`config.mk`:
```
export PLATFORM = sky130hd
export DESIGN_NAME = host_command_decoder
export DESIGN_NICKNAME = d
export VERILOG_FILES = /design/src/host_cmd_pkg.sv /design/src/host_command_decoder.sv
export SDC_FILE = /design/constraint.sdc
export NUM_CORES = 1
export LEC_CHECK = 0
export BUFFER_PORTS_ARGS = -buffer_cell sky130_fd_sc_hd__buf_2
export CAP_MARGIN = 20
export CORE_UTILIZATION = 25
export DETAILED_ROUTE_END_ITERATION = 6
export PLACE_DENSITY = 0.41
export SYNTH_ARGS = -nofsm -noshare
export SYNTH_HDL_FRONTEND = slang
export SYNTH_SLANG_ARGS = --single-unit
```
`constraint.sdc`:
```
create_clock -name SYS_CLK_IN -period 2.5 [get_ports SYS_CLK_IN]
set_clock_uncertainty 0.2 [all_clocks]
set_input_delay 0.125 -clock SYS_CLK_IN [delete_from_list [all_inputs] [get_ports SYS_CLK_IN]]
set_output_delay 0.125 -clock SYS_CLK_IN [all_outputs]
set_load 0.1 [all_outputs]
```
`src/host_cmd_pkg.sv`:
```
// package: command codes, register layouts and reset values for the decoder
package host_cmd_pkg;

  localparam int NUM_CHANNELS = 4;

  // command codes
  localparam logic [7:0] CMD_DEACTIVATE = 8'h00;
  localparam logic [7:0] CMD_SOFT_RESET = 8'h02;
  localparam logic [7:0] CMD_HARD_RESET = 8'h04;
  localparam logic [7:0] CMD_NO_OP      = 8'h06;
  localparam logic [7:0] CMD_ACTIVATE   = 8'h0e;
  localparam logic [6:0] CMD_TX_SLOT    = 7'h20; // 40/41h without r/w bit
  localparam logic [6:0] CMD_RX_SLOT    = 7'h21; // 42/43h without r/w bit

  // field positions and bit counts
  localparam int DIR_BIT      = 0;
  localparam int HIGHWAY_BIT  = 7;
  localparam int SLOT_MSB     = 6;
  localparam int BYTE_BITS    = 8;
  localparam int RESET_EDGES  = 16;

  // count of frame strobes before valid samples after activation
  localparam logic [1:0] FRAMES_TO_VALID = 2'h2;

  // reset values
  localparam logic [3:0] ENABLE_RESET  = 4'hf;
  localparam logic       ACTIVE_RESET  = 1'b0;

  typedef struct packed {
    logic       highway; // 0 = highway a, 1 = highway b
    logic [6:0] slot;    // time slot 0..127
  } slot_reg_t;

  typedef enum logic [1:0] {
    ST_COMMAND   = 2'b00,
    ST_WRITE     = 2'b01,
    ST_READ      = 2'b10
  } port_state_t;

  // default slot for channel n: slot n on highway a
  function automatic slot_reg_t slot_default(input int n);
    slot_default = '{highway: 1'b0, slot: 7'(n)};
  endfunction

endpackage

```
`src/host_command_decoder.sv`:
```
// host_command_decoder: serial command decoder of the four-channel codec
`timescale 1ns/1ps

module host_command_decoder
  import host_cmd_pkg::*;
#(
  parameter bit HAS_HIGHWAY_B = 1'b1 // 0 for the smaller package
) (
  input  wire logic       SYS_CLK_IN,          // 250 mhz system clock
  input  wire logic       RESET_IN,            // sync reset, active high
  input  wire logic       RESET_PIN_N_IN,      // device reset pin, async
  input  wire logic       HOST_BIT_CLOCK_IN,   // serial port bit clock
  input  wire logic       HOST_SELECT_N_IN,    // serial port select, low
  input  wire logic       HOST_DATA_LINE_IN,   // data line input level
  input  wire logic       FRAME_STROBE_IN,     // pcm frame strobe
  input  wire logic [3:0] CHANNEL_ENABLE_IN,   // channel enable bits
  input  wire logic       HIGHWAY_SIGNALING_ENABLE_IN, // signaling mode
  output logic            HOST_DATA_LINE_OUT,  // data line drive value
  output logic            HOST_DATA_LINE_OE_OUT, // data line enable
  output logic [3:0]      CHANNEL_ACTIVE_FLAG_OUT, // per channel active
  output logic [3:0]      PCM_OUTPUT_ENABLE_OUT,   // highway drive enable
  output logic [3:0]      PCM_INPUT_ENABLE_OUT,    // highway sample enable
  output logic [3:0]      PCM_SAMPLES_VALID_OUT,   // samples may be sent
  output logic [3:0]      ANALOG_OUTPUT_ENABLE_OUT, // analog driver on
  output slot_reg_t [3:0] TX_SLOT_OUT,         // transmit slot per channel
  output slot_reg_t [3:0] RX_SLOT_OUT,         // receive slot per channel
  output logic            SOFT_RESET_PULSE_OUT, // per channel defaults
  output logic [3:0]      SOFT_RESET_MASK_OUT   // channels soft reset hits
);

  // synchronisers: first stage read only by second
  logic [3:0] sync1_reg;
  logic [3:0] sync2_reg;
  logic       clk_prev_reg;
  logic       sel_prev_reg;
  logic       fs_prev_reg;
  logic       rst_pin1_reg;
  logic       rst_pin2_reg;

  always_ff @(posedge SYS_CLK_IN) begin
    if (RESET_IN) begin
      // bit clock and select idle high; matching avoids a false edge
      sync1_reg    <= 4'h3;
      sync2_reg    <= 4'h3;
      clk_prev_reg <= 1'b1;
      sel_prev_reg <= 1'b1;
      fs_prev_reg  <= 1'b0;
      rst_pin1_reg <= 1'b1;
      rst_pin2_reg <= 1'b1;
    end else begin
      sync1_reg    <= {FRAME_STROBE_IN, HOST_DATA_LINE_IN,
                       HOST_BIT_CLOCK_IN, HOST_SELECT_N_IN};
      sync2_reg    <= sync1_reg;
      clk_prev_reg <= sync2_reg[1];
      sel_prev_reg <= sync2_reg[0];
      fs_prev_reg  <= sync2_reg[3];
      rst_pin1_reg <= RESET_PIN_N_IN;
      rst_pin2_reg <= rst_pin1_reg;
    end
  end

  logic sel_n;
  logic clk_rise;
  logic clk_fall;
  logic sel_fall;
  logic sel_rise;
  logic fs_rise;
  assign sel_n    = sync2_reg[0];
  assign clk_rise = sync2_reg[1] & ~clk_prev_reg;
  assign clk_fall = ~sync2_reg[1] & clk_prev_reg;
  assign sel_fall = ~sel_n & sel_prev_reg;
  assign sel_rise = sel_n & ~sel_prev_reg;
  assign fs_rise  = sync2_reg[3] & ~fs_prev_reg;

  // byte shifter and edge counter for one select low period
  logic [7:0] shift_reg;
  logic [4:0] edges_reg;

  always_ff @(posedge SYS_CLK_IN) begin
    if (RESET_IN || sel_fall) begin
      shift_reg <= 8'h00;
      edges_reg <= 5'h00;
    end else if (!sel_n && clk_rise) begin
      shift_reg <= {shift_reg[6:0], sync2_reg[2]};
      if (edges_reg != 5'(RESET_EDGES))
        edges_reg <= edges_reg + 5'h01;
    end
  end

  // byte complete at select rise; keeps last eight bits
  logic byte_done;
  logic long_reset;
  assign byte_done  = sel_rise && edges_reg >= 5'(BYTE_BITS) &&
                      edges_reg < 5'(RESET_EDGES);
  assign long_reset = sel_rise && edges_reg == 5'(RESET_EDGES);

  port_state_t state_reg;
  logic        target_rx_reg;
  logic [7:0]  out_byte_reg;
  logic [2:0]  out_idx_reg;
  logic        hard_reset;
  logic        cmd_byte;
  logic        is_slot_cmd;
  logic        enable_any;
  int          first_ch;

  assign cmd_byte   = byte_done && state_reg == ST_COMMAND;
  assign hard_reset = RESET_IN || !rst_pin2_reg || long_reset ||
                      (cmd_byte && shift_reg == CMD_HARD_RESET);
  assign is_slot_cmd = shift_reg[7:1] == CMD_TX_SLOT ||
                       shift_reg[7:1] == CMD_RX_SLOT;
  assign enable_any = |CHANNEL_ENABLE_IN;

  // first enabled channel supplies read data
  always_comb begin
    first_ch = 0;
    for (int i = NUM_CHANNELS - 1; i >= 0; i--)
      if (CHANNEL_ENABLE_IN[i])
        first_ch = i;
  end

  slot_reg_t [3:0] tx_slot_reg;
  slot_reg_t [3:0] rx_slot_reg;

  // command port sequencing
  always_ff @(posedge SYS_CLK_IN) begin
    if (hard_reset) begin
      state_reg     <= ST_COMMAND;
      target_rx_reg <= 1'b0;
      out_byte_reg  <= 8'h00;
    end else if (byte_done) begin
      case (state_reg)
        ST_COMMAND: begin
          if (is_slot_cmd) begin
            target_rx_reg <= shift_reg[1];
            if (shift_reg[DIR_BIT]) begin
              state_reg    <= ST_READ;
              out_byte_reg <= shift_reg[1] ? rx_slot_reg[first_ch]
                                           : tx_slot_reg[first_ch];
            end else begin
              state_reg <= ST_WRITE;
            end
          end
        end
        ST_WRITE: begin
          state_reg <= ST_COMMAND;
        end
        ST_READ: begin
          state_reg <= ST_COMMAND; // read byte consumed first
        end
        default: begin
          state_reg <= ST_COMMAND;
        end
      endcase
    end
  end

  // read data drive: msb first, next bit after each falling edge that follows a rising edge
  always_ff @(posedge SYS_CLK_IN) begin
    if (hard_reset || sel_fall)
      out_idx_reg <= 3'h7;
    else if (!sel_n && clk_fall && state_reg == ST_READ &&
             edges_reg != 5'h00)
      out_idx_reg <= out_idx_reg - 3'h1;
  end

  always_ff @(posedge SYS_CLK_IN) begin
    if (hard_reset) begin
      HOST_DATA_LINE_OUT    <= 1'b0;
      HOST_DATA_LINE_OE_OUT <= 1'b0;
    end else begin
      // data appears as soon as select falls in a read, clock or not
      HOST_DATA_LINE_OUT    <= out_byte_reg[out_idx_reg];
      HOST_DATA_LINE_OE_OUT <= !sel_n && state_reg == ST_READ;
    end
  end

  // write byte lands in enabled channels; unmasked bits stored as given
  logic write_byte;
  assign write_byte = byte_done && state_reg == ST_WRITE;

  logic [3:0] act_reg;
  logic [1:0] fs_count_reg [NUM_CHANNELS];

  genvar ch;
  generate
    for (ch = 0; ch < NUM_CHANNELS; ch++) begin : g_chan
      logic soft_hit;
      assign soft_hit = cmd_byte && shift_reg == CMD_SOFT_RESET &&
                        CHANNEL_ENABLE_IN[ch];

      // slot registers survive soft reset
      always_ff @(posedge SYS_CLK_IN) begin
        if (hard_reset) begin
          tx_slot_reg[ch] <= slot_default(ch);
          rx_slot_reg[ch] <= slot_default(ch);
        end else if (write_byte && CHANNEL_ENABLE_IN[ch]) begin
          if (target_rx_reg)
            rx_slot_reg[ch] <= '{highway: shift_reg[HIGHWAY_BIT] &
                                          HAS_HIGHWAY_B,
                                 slot: shift_reg[SLOT_MSB:0]};
          else
            tx_slot_reg[ch] <= '{highway: shift_reg[HIGHWAY_BIT] &
                                          HAS_HIGHWAY_B,
                                 slot: shift_reg[SLOT_MSB:0]};
        end
      end

      // active flag; soft reset returns channel to standby default
      always_ff @(posedge SYS_CLK_IN) begin
        if (hard_reset || soft_hit) begin
          act_reg[ch] <= ACTIVE_RESET;
        end else if (cmd_byte && CHANNEL_ENABLE_IN[ch]) begin
          if (shift_reg == CMD_DEACTIVATE)
            act_reg[ch] <= 1'b0;
          else if (shift_reg == CMD_ACTIVATE)
            act_reg[ch] <= 1'b1;
        end
      end

      // frame strobe count gating valid samples after activation
      always_ff @(posedge SYS_CLK_IN) begin
        if (hard_reset || soft_hit || !act_reg[ch])
          fs_count_reg[ch] <= 2'h0;
        else if (cmd_byte && shift_reg == CMD_ACTIVATE &&
                 CHANNEL_ENABLE_IN[ch])
          fs_count_reg[ch] <= 2'h0; // re-activation restarts wait
        else if (fs_rise && fs_count_reg[ch] != FRAMES_TO_VALID)
          fs_count_reg[ch] <= fs_count_reg[ch] + 2'h1;
      end

      // standby outputs
      always_ff @(posedge SYS_CLK_IN) begin
        if (hard_reset) begin
          PCM_OUTPUT_ENABLE_OUT[ch]    <= 1'b0;
          PCM_INPUT_ENABLE_OUT[ch]     <= 1'b0;
          PCM_SAMPLES_VALID_OUT[ch]    <= 1'b0;
          ANALOG_OUTPUT_ENABLE_OUT[ch] <= 1'b0;
        end else begin
          PCM_OUTPUT_ENABLE_OUT[ch]    <= act_reg[ch] |
                                          HIGHWAY_SIGNALING_ENABLE_IN;
          PCM_INPUT_ENABLE_OUT[ch]     <= act_reg[ch];
          PCM_SAMPLES_VALID_OUT[ch]    <= act_reg[ch] &&
                               fs_count_reg[ch] == FRAMES_TO_VALID;
          ANALOG_OUTPUT_ENABLE_OUT[ch] <= act_reg[ch];
        end
      end
    end
  endgenerate

  // soft reset strobe for channel state outside this block
  always_ff @(posedge SYS_CLK_IN) begin
    if (RESET_IN) begin
      SOFT_RESET_PULSE_OUT <= 1'b0;
      SOFT_RESET_MASK_OUT  <= 4'h0;
    end else begin
      SOFT_RESET_PULSE_OUT <= cmd_byte && shift_reg == CMD_SOFT_RESET;
      SOFT_RESET_MASK_OUT  <= CHANNEL_ENABLE_IN;
    end
  end

  // no-operation and unlisted codes fall through untouched
  assign CHANNEL_ACTIVE_FLAG_OUT = act_reg;
  assign TX_SLOT_OUT             = tx_slot_reg;
  assign RX_SLOT_OUT             = rx_slot_reg;

endmodule // host_command_decoder

```
==> summary.txt, run 1 <==
Number of global-route vias before repair - 4934
Die Y-Extent - 152 um
Number of diodes - 0
Area of the die - 23200 um^2
Number of max-capacitance violations reported - 0
Area Growth Syn to Fin - 32.5%
Starting Density - 0.257
Violated checks - design-rule violations, negative setup slack
Leakage power summed over all cells - 0.00302 uW
Most used flip-flop cell after synthesis - dfxtp_1
Number of H-tree levels - 4
CORE AREA - 22000 um^2
EDFF count, synth - 8
Initial antenna violation count - 0
Nature of the critical path startpoint - flop
FF-to-FF path depth - 7
Number of primary I/O pins - 103
Number of DRC markers after the initial detailed-route iteration - 272
Clock network fraction of total power - 0.503
Maximum achievable frequency - 0.396 GHz
Worst hold slack after final layout - 0.0906 ns
Critical path fanouts, max - 6
Yosys reg bits - 135
Worst ir drop on vdd - 0.000293 V
Remaining number of nets flagged by the antenna check after routing - 0
Count of endpoints failing setup in the final report - 7
Sequential group share of total power - 0.445
Wire length of the first global-routing pass - 28300 um
Net load switching power - 1110 uW
Actual slew at the worst max-slew pin - 0.770 ns
Final hold violation count - 0
Maximum number of pins on one net before global-route repair - 32
Share of total power in combinational logic - 0.052
Sw Share - 0.226
Required time at the endpoint of the critical path - 2.43 ns
Clock Latency Late Sink - 0.42 ns
TritonRoute pass-1 iters - 7
Total wirelength of the detailed-routed design - 18200 um
Outcome - finished with violations
Number of distinct library cells after synthesis - 51
# port buffers - 102
Horizontal die dimension - 152 um
DRC violations left - 6
Maximum buffer depth of the clock tree - 2
GRT Overall Usage - 0.160
Launch point of the critical path - shift_reg[7]
Hold-critical path depth - 3
Placer congestion estimate - 0.802
Critical path class - reg -> reg
Number of standard cells after synthesis - 637
Cell accounting for the most synthesized area - dfxtp_1
Post-Place Setup Slack - -0.162 ns
Site Rows - 54
Power Dens Cells - 657 nW/um^2
Final routed wire length divided by cell count - 17.2 um
Share of final-layout standard cells stronger than drive strength 1 - 0.261
Number of nets produced by synthesis - 656
Reg clk slew, reported paths - 0.06 ns
Via density - 4.70
Top library cells by usage in the layout, fill and taps aside - dfxtp_1, nand2_1, buf_2
Top cell type's share of synthesized area - 0.450
Reg-to-reg setup timing slack - -0.02 ns
Synth Warn # - 0
Hold_sp - CHANNEL_ENABLE_IN[3]
Reg-to-reg startpoint - shift_reg[7]
Mapped Avg Cell Area - 8.86 um^2
Root buffer cell - clkbuf_16
Sequential element share of the synthesized area - 0.493
Endpoint class of the critical path - flop
Worst Setup EP - fs_count_reg[0][0]
RSZ-0062 raised after global routing - true
Final #Nets - 784
Count of vias placed by the detailed router - 4966
Terminus of the critical flop-to-flop path - fs_count_reg[0][0]
Slew Limit Headroom - 0.485
Max-slew violations - 0
Largest cells by area after synthesis - dfxtp_1, nand2_1, mux2i_1
Clock period minus final worst setup slack - 2.52 ns
Layout Utilization - 0.341
Share of synthesized flip-flops with an asynchronous set or reset - 0
Share of the cycle needed by the critical path after routing - 1.01
Commonest non-fill, non-tap cell in the layout - dfxtp_1
Number of CTS-inserted buffers - 17
Arrival time at the worst endpoint - 2.46 ns
Worst setup margin - -0.0238 ns
TritonCTS clock tree - done
Power consumption - 4920 uW
Mapped Area - 5650 um^2
Class of the most critical hold timing path - in -> reg
Sum of net half-perimeters after detailed placement - 12800 um
Count of clock tree sinks - 135
Internal portion of total power - 3810 uW
Sum of overflow across all layers after global routing - 0
[repair_timing]
| action | 4_1_cts | 5_1_grt |
|---|---|---|
| hold endpoints to repair | 23 | 0 |
| pin swaps | 5 | 3 |
| endpoints found under the setup margin | 83 | 50 |
| gates cloned | 1 | 0 |
| hold buffers | 13 | 0 |
| resized for setup | 6 | 10 |
| buffers inserted | 3 | 1 |
[cell usage after synthesis (2+ instances only)]
cell and instances:
nor4_1 4, a32oi_1 6, nand4_1 3, nor2_1 57, a21oi_1 52, nor3_1 7, mux2i_1 40, or3_1 6
edfxtp_1 8, xnor2_1 2, and3_1 12, a221oi_1 5, a31oi_1 3, or4_4 2, nor2b_1 19, a2111o_1 3
inv_1 14, mux4_2 2, dfxtp_1 127, nand2b_1 13, a21o_1 3, clkbuf_1 33, or2_2 10, nor4b_1 3
nand2_1 112, a211oi_1 7, o31ai_1 3, nor3b_1 3, a22oi_1 2, nand3b_1 7, ha_1 7, buf_1 4
xor2_1 4, buf_2 9, buf_4 4, a221o_1 3, nand3_1 13, o21ai_0 10, a211o_1 3
[layout make-up]
| class | instances | area [um^2] |
|---|---|---|
| Tap cell | 280 | 350 |
| Clock buffer | 23 | 478 |
| Timing Repair Buffer | 160 | 1070 |
| Inverter | 14 | 52.6 |
| Multi-Input combinational cell | 437 | 2650 |
| Clock inverter | 8 | 96.3 |
| Fill cell | 2257 | 14500 |
| Sequential cell | 135 | 2780 |
[per-layer routing]
| layer | wire, um | part of all wire | vias up | GRT usage |
|---|---|---|---|---|
| met5 | 0 | 0 | - | 0 |
| met4 | 279 | 0.015 | 0 | 0.0612 |
| met3 | 756 | 0.042 | 16 | 0.0358 |
| met2 | 8500 | 0.47 | 112 | 0.255 |
| met1 | 8620 | 0.47 | 2400 | 0.210 |
| li1 | - | - | 2438 | - |
[critical path, cell delays in order (launching register included)]
cell and delay, ns:
dfxtp_2 0.32, or4_4 0.53, or4_4 0.50, buf_6 0.14, o21ai_4 0.16, buf_12 0.14, a211o_1 0.12, nand2b_4 0.14
[power by group through the flow]
stage / logic (uW) / clock network, uW / registers (uW)
2_1_floorplan: 91.0 / 0 / 2290
3_3_place_gp: 221 / 0 / 2240
3_5_place_dp: 222 / 0 / 2240
4_1_cts: 257 / 2520 / 2190
5_1_grt: 272 / 2630 / 2190
6_report: 255 / 2470 / 2190
[cell families (layout without fill, tap and decap cells)]
group           count (synthesis)  in the layout  synth area share
flops                         135            135             0.493
fa+ha+maj                       7              7            0.0155
buf+inv                        65            205            0.0492
compound gates                107            107             0.122
simple gates                  275            275             0.232
mux                            42             42            0.0789
xor+xnor                        6              6           0.00931
[metrics by stage]
| step | std cells | TNS, ns | instance area, um^2 |
|---|---|---|---|
| 6_report | 1057 | -0.0900 | 7480 |
| 5_1_grt | 1057 | -1.09 | 7480 |
| 4_1_cts | 1056 | -0.176 | 7450 |
| 3_5_place_dp | 1008 | -4.79 | 6640 |
| 3_3_place_gp | 1008 | -1.89 | 6640 |
| 2_1_floorplan | 637 | -0.0995 | 5650 |
[worst min-delay path by stage]
| stage | to | slack, ns |
|---|---|---|
| detailed placement | sync1_reg[1] | 0.12 |
| global route | SOFT_RESET_MASK_OUT[3] | 0.09 |
| global placement | rst_pin1_reg | 0.12 |
| CTS | SOFT_RESET_MASK_OUT[3] | 0.06 |
| floorplan | rst_pin1_reg | 0.03 |
| finish | SOFT_RESET_MASK_OUT[3] | 0.09 |
Note: power is estimated with default switching activity, not from simulation.
==> run 2, diff against run 1 <==
--- a/config.mk
+++ b/config.mk
@@ -5,7 +5,7 @@
 export SDC_FILE = /design/constraint.sdc
 export NUM_CORES = 1
 export LEC_CHECK = 0
-export BUFFER_PORTS_ARGS = -buffer_cell sky130_fd_sc_hd__buf_2
+export BUFFER_PORTS_ARGS = -buffer_cell sky130_fd_sc_hd__clkbuf_2
 export CAP_MARGIN = 20
 export CORE_UTILIZATION = 25
 export DETAILED_ROUTE_END_ITERATION = 6
==> summary.txt, run 2 (synthesis results as in run 1) <==
Leakage power summed over all cells - 0.00297 uW (-1.8%)
Global-route layer with the greatest usage - met2
Share of final-layout standard cells stronger than drive strength 1 - 0.264 (+0.00291)
Violated checks - design-rule violations, negative setup slack
GRT Overall Usage - 0.156 (-0.00387)
Final routed wire length divided by cell count - 17.3 um (+0.46%)
Initial antenna violation count - 0 (unchanged)
CORE AREA - 22000 um^2 (unchanged)
Clock Latency Late Sink - 0.42 ns (about the same)
Clock period minus final worst setup slack - 2.52 ns (-0.00733 ns)
Top library cells by usage in the layout, fill and taps aside - dfxtp_1, nand2_1, clkbuf_2
Cell Count Post-Placement - 1009 (+0.099%)
Maximum buffer depth of the clock tree - 2 (unchanged)
Placer congestion estimate - 0.780 (-2.7%)
Starting Density - 0.257 (unchanged)
Power Dens Cells - 659 nW/um^2 (+0.33%)
Remaining number of nets flagged by the antenna check after routing - 0 (unchanged)
Number of DRC markers after the initial detailed-route iteration - 296 (+8.8%)
# port buffers - 102 (unchanged)
Required time at the endpoint of the critical path - 2.43 ns (about the same)
Share of total power in combinational logic - 0.052 (about the same)
Share of the cycle needed by the critical path after routing - 1.01 (-0.00293)
Final hold violation count - 0 (unchanged)
Final #Nets - 782 (-0.26%)
Slew Limit Headroom - 0.490 (+0.00480)
Class of the most critical hold timing path - in -> reg
Site Rows - 54 (unchanged)
Endpoint class of the critical path - flop
Number of H-tree levels - 4 (unchanged)
Die Y-Extent - 152 um (unchanged)
Count of endpoints failing setup in the final report - 4 (-3)
Routing usage on met3 - 0.0347 (-0.00114)
Number of max-capacitance violations reported - 0 (unchanged)
Sequential group share of total power - 0.443 (-0.002)
Commonest non-fill, non-tap cell in the layout - dfxtp_1
Maximum number of pins on one net before global-route repair - 45 (+41%)
Fraction of met2 tracks used by global routing - 0.250 (-0.00417)
Area Growth Syn to Fin - 32.7%
Root buffer cell - clkbuf_16
TritonRoute pass-1 iters - 6 (-1)
Maximum achievable frequency - 0.397 GHz (+0.29%)
Number of global-route vias before repair - 4813 (-2.5%)
Max-slew violations - 0 (unchanged)
Outcome - finished with violations
Met1 Track Usage GR - 0.204 (-0.00606)
Count of vias placed by the detailed router - 5026 (+1.2%)
Sum of overflow across all layers after global routing - 0 (unchanged)
Filler Cells Inserted - 2247 (-0.44%)
TritonCTS clock tree - done
Number of diodes - 0 (unchanged)
Critical path class - reg -> reg
Nature of the critical path startpoint - flop
Sum of net half-perimeters after detailed placement - 12900 um (+0.48%)
Internal portion of total power - 3790 uW (-0.38%)
Clock network fraction of total power - 0.504 (about the same)
Reg clk slew, reported paths - 0.05 ns (about the same)
Count of clock tree sinks - 135 (unchanged)
Worst setup margin - -0.0165 ns (+0.00733 ns)
Area of the die - 23200 um^2 (unchanged)
Hold-critical path depth - 3 (unchanged)
Via density - 4.76 (+1.3%)
DRC violations left - 6 (unchanged)
Horizontal die dimension - 152 um (unchanged)
Net load switching power - 1150 uW (+3.3%)
FF-to-FF path depth - 6 (-1)
Post-layout instance count excluding filler cells - 1056 (-0.095%)
Wire length of the first global-routing pass - 27600 um (-2.6%)
Critical path fanouts, max - 7 (+1)
RSZ-0062 raised after global routing - true
Worst ir drop on vdd - 0.000301 V (+2.7%)
Power consumption - 4940 uW (+0.45%)
Arrival time at the worst endpoint - 2.45 ns (about the same)
Actual slew at the worst max-slew pin - 0.763 ns (-0.00718 ns)
Total wirelength of the detailed-routed design - 18200 um (+0.37%)
Number of primary I/O pins - 103 (unchanged)
Number of CTS-inserted buffers - 17 (unchanged)
Sw Share - 0.232 (+0.00634)
-- run 2: final cells by class --
class                   instances  area, um^2  area share
clock buffers                  21         460      0.0615
clock inverters                11         124      0.0165
inverters                      14        52.6     0.00702
multi-input cells             438        2660       0.355
flip-flops and latches        135        2780       0.372
well taps                     280         350      0.0468
repair buffers                157        1060       0.141
-- run 2: power groups by stage --
| stage | registers, uW | clock network [uW] | logic [uW] |
|---|---|---|---|
| 2_1_floorplan | 2290 | 0 | 91.0 |
| 3_3_place_gp | 2240 | 0 | 227 |
| 3_5_place_dp | 2240 | 0 | 227 |
| 4_1_cts | 2190 | 2550 | 244 |
| 5_1_grt | 2190 | 2650 | 273 |
| 6_report | 2190 | 2490 | 257 |
-- run 2: stage by stage --
stage	hold WS (ns)	setup TNS [ns]	worst slack, ns	utilization	area, um^2
2_1_floorplan	0.0288	-0.0995	-0.0981	-	5650
3_5_place_dp	0.122	-2.38	-0.179	0.303	6660
3_3_place_gp	0.118	-1.74	-0.130	0.303	6660
6_report	0.0353	-0.0586	-0.0165	0.341	7490
5_1_grt	0.0538	-4.59	-0.0993	0.341	7490
4_1_cts	0.0148	-0.240	-0.0333	0.337	7410
-- run 2: worst paths after layout --
kind,slack (ns),from,to
hold / removal,0.04,CHANNEL_ENABLE_IN[0],CHANNEL_ACTIVE_FLAG_OUT[0]
setup / recovery,-0.02,shift_reg[7],fs_count_reg[1][1]
hold reg to reg,0.21,sync1_reg[1],sync2_reg[1]
setup reg to reg,-0.02,shift_reg[7],fs_count_reg[1][1]
-- run 2: what timing repair did --
action	CTS	global route
endpoints found under the setup margin	70	83
gates resized for setup	8	7
hold buffers	10	0
pin swaps	7	4
gates cloned	1	2
setup buffers	1	1
endpoints found under the hold margin	18	0
-- run 2: worst max-delay path, stage by stage (launching register included) --
cell      delay, ns
dfxtp_2        0.31
or4_4          0.53
or4_4          0.52
buf_6          0.15
o21ai_4        0.22
a211o_1        0.17
nand2b_4       0.14
-- run 2: layer usage --
layer  part of all wire  wire (um)  vias up
met4              0.021        383        0
met5                  0          0        -
met2               0.46       8430      127
li1                   -          -     2449
met3              0.048        866       26
met1               0.47       8540     2424
==> run 3, diff against run 2 <==
--- a/config.mk
+++ b/config.mk
@@ -10,6 +10,7 @@
 export CORE_UTILIZATION = 25
 export DETAILED_ROUTE_END_ITERATION = 6
 export PLACE_DENSITY = 0.41
+export RECOVER_POWER = 50
 export SYNTH_ARGS = -nofsm -noshare
 export SYNTH_HDL_FRONTEND = slang
 export SYNTH_SLANG_ARGS = --single-unit
==> summary.txt, run 3 (synthesis results as in run 1) <==
Sum of net half-perimeters after detailed placement - 12900 um (unchanged)
Number of H-tree levels - 4 (unchanged)
CP max stage delay - 0.53 ns (about the same)
Cell with the biggest individual delay on the critical path - or4_4
Initial antenna violation count - 0 (unchanged)
Root buffer cell - clkbuf_16
Post-layout instance count excluding filler cells - 1056 (unchanged)
Clock Latency Late Sink - 0.42 ns (about the same)
Area Growth Syn to Fin - 31.5%
Fraction of met2 tracks used by global routing - 0.250 (unchanged)
Cell breakdown of the critical path - or4_4 -> or4_4 -> buf_6 -> o21ai_4 -> a211o_1 -> nand2b_4
Via density - 4.77 (+0.30%)
Nature of the critical path startpoint - flop
Actual slew at the worst max-slew pin - 1.19 ns (+0.424 ns)
DRC violations left - 6 (unchanged)
Arrival time at the worst endpoint - 2.45 ns (about the same)
Area of the multi-input gates - 2660 um^2 (unchanged)
GRT Overall Usage - 0.156 (unchanged)
Cell repeated most along the worst path - or4_4
Starting Density - 0.257 (unchanged)
Total wirelength of the detailed-routed design - 18200 um (about the same)
Max-slew violations - 0 (unchanged)
Critical path fanouts, max - 7 (unchanged)
Largest delay share family, worst path - simple AND/OR/NAND/NOR gates
Count of vias placed by the detailed router - 5041 (+0.30%)
Final routed wire length divided by cell count - 17.3 um (about the same)
Number of DRC markers after the initial detailed-route iteration - 272 (-8.1%)
Violated checks - design-rule violations, negative setup slack
Class of the most critical hold timing path - in -> reg
Reg clk slew, reported paths - 0.05 ns (about the same)
Number of diodes - 0 (unchanged)
Number of max-capacitance violations reported - 0 (unchanged)
Number of global-route vias before repair - 4813 (unchanged)
Outcome - finished with violations
Leakage power summed over all cells - 0.00280 uW (-5.8%)
Total buffers and inverters traversed by the critical path - 1 (unchanged)
Global-route layer with the greatest usage - met2
Top library cells by usage in the layout, fill and taps aside - dfxtp_1, nand2_1, nor2_1
Clock period minus final worst setup slack - 2.52 ns (+0.000706 ns)
Wire length of the first global-routing pass - 27600 um (unchanged)
Maximum number of pins on one net before global-route repair - 45 (unchanged)
Maximum achievable frequency - 0.397 GHz (about the same)
TritonCTS clock tree - done
Share of the cycle needed by the critical path after routing - 1.01 (about the same)
Worst setup margin - -0.0172 ns (-0.000706 ns)
CORE AREA - 22000 um^2 (unchanged)
Slew Limit Headroom - 0.212 (-0.277)
Final hold violation count - 0 (unchanged)
Count of clock tree sinks - 135 (unchanged)
Worst ir drop on vdd - 0.000301 V (about the same)
Commonest non-fill, non-tap cell in the layout - dfxtp_1
Power consumption - 4940 uW (about the same)
Die Y-Extent - 152 um (unchanged)
Power Dens Cells - 665 nW/um^2 (+0.91%)
Number of CTS-inserted buffers - 17 (unchanged)
Required time at the endpoint of the critical path - 2.43 ns (about the same)
Critical path class - reg -> reg
Filler Cells Inserted - 2273 (+1.2%)
Site Rows - 54 (unchanged)
Area of the die - 23200 um^2 (unchanged)
Met1 Track Usage GR - 0.204 (unchanged)
Number of primary I/O pins - 103 (unchanged)
Maximum buffer depth of the clock tree - 2 (unchanged)
Sum of overflow across all layers after global routing - 0 (unchanged)
Share of final-layout standard cells stronger than drive strength 1 - 0.197 (-0.0670)
Endpoint class of the critical path - flop
# port buffers - 102 (unchanged)
Register area - 2780 um^2 (unchanged)
Layout Utilization - 0.338 (-0.00308)
Final #Nets - 782 (unchanged)
Horizontal die dimension - 152 um (unchanged)
Count of endpoints failing setup in the final report - 4 (unchanged)
Remaining number of nets flagged by the antenna check after routing - 0 (unchanged)
Routing usage on met3 - 0.0347 (unchanged)
RSZ-0062 raised after global routing - true
Placer congestion estimate - 0.780 (unchanged)
Cell Count Post-Placement - 1009 (unchanged)
TritonRoute pass-1 iters - 7 (+1)
run 3: cell types whose count changed in the layout (fill, tap and decap cells not counted):
cell      before  now
clkbuf_1       2   54
clkbuf_2     102   51
buf_4         35   34
run 3: worst register-to-register path, delay by kind of cell, from the launching register on:
kind	cells	cell delay, ns
AND/OR/NAND/NOR	3	1.19
AO/OA/AOI/OAI	2	0.39
flip-flops	1	0.31
buffers and inverters	1	0.15
run 3: layer usage:
layer / wire, um / vias up
met5: 0 / -
met4: 377 / 0
met3: 875 / 24
met2: 8440 / 138
met1: 8530 / 2431
li1: - / 2448
run 3: cell type report:
cell class,count,share of cell area
flip-flops and latches,135,0.375
multi-input cells,438,0.359
repair buffers,157,0.133
clock buffers,21,0.0620
well taps,280,0.0472
clock inverters,11,0.0167
inverters,14,0.00708
run 3: report_power, final:
part           internal [uW]  switching (uW)  leakage [uW]
registers               2190            4.36       0.00113
logic                   81.3             174       0.00138
clock network           1520             970      0.000291
run 3: stage by stage:
step,setup TNS (ns),hold WS (ns),instance area [um^2],setup slack [ns]
after floorplan,-0.0995,0.0288,5650,-0.0981
after global placement,-1.74,0.118,6660,-0.130
after detailed placement,-2.38,0.122,6660,-0.179
after CTS,-0.240,0.0148,7410,-0.0333
after global routing,-4.59,0.0538,7420,-0.0993
final,-0.0609,0.0347,7420,-0.0172
run 3: repair_timing:
item,in CTS,in global routing
pin swaps,7,4
hold endpoints to repair,18,0
cloned,1,2
gates resized for setup,8,7
setup buffers,1,1
setup endpoints to repair,70,83
hold buffers,10,0
run 3: worst paths after layout:
path	endpoint	cells after the start	slack (ns)	startpoint
max	fs_count_reg[1][1]	6	-0.02	shift_reg[7]
min reg2reg	sync2_reg[1]	1	0.21	sync1_reg[1]
min	CHANNEL_ACTIVE_FLAG_OUT[0]	3	0.03	CHANNEL_ENABLE_IN[0]
max reg2reg	fs_count_reg[1][1]	6	-0.02	shift_reg[7]
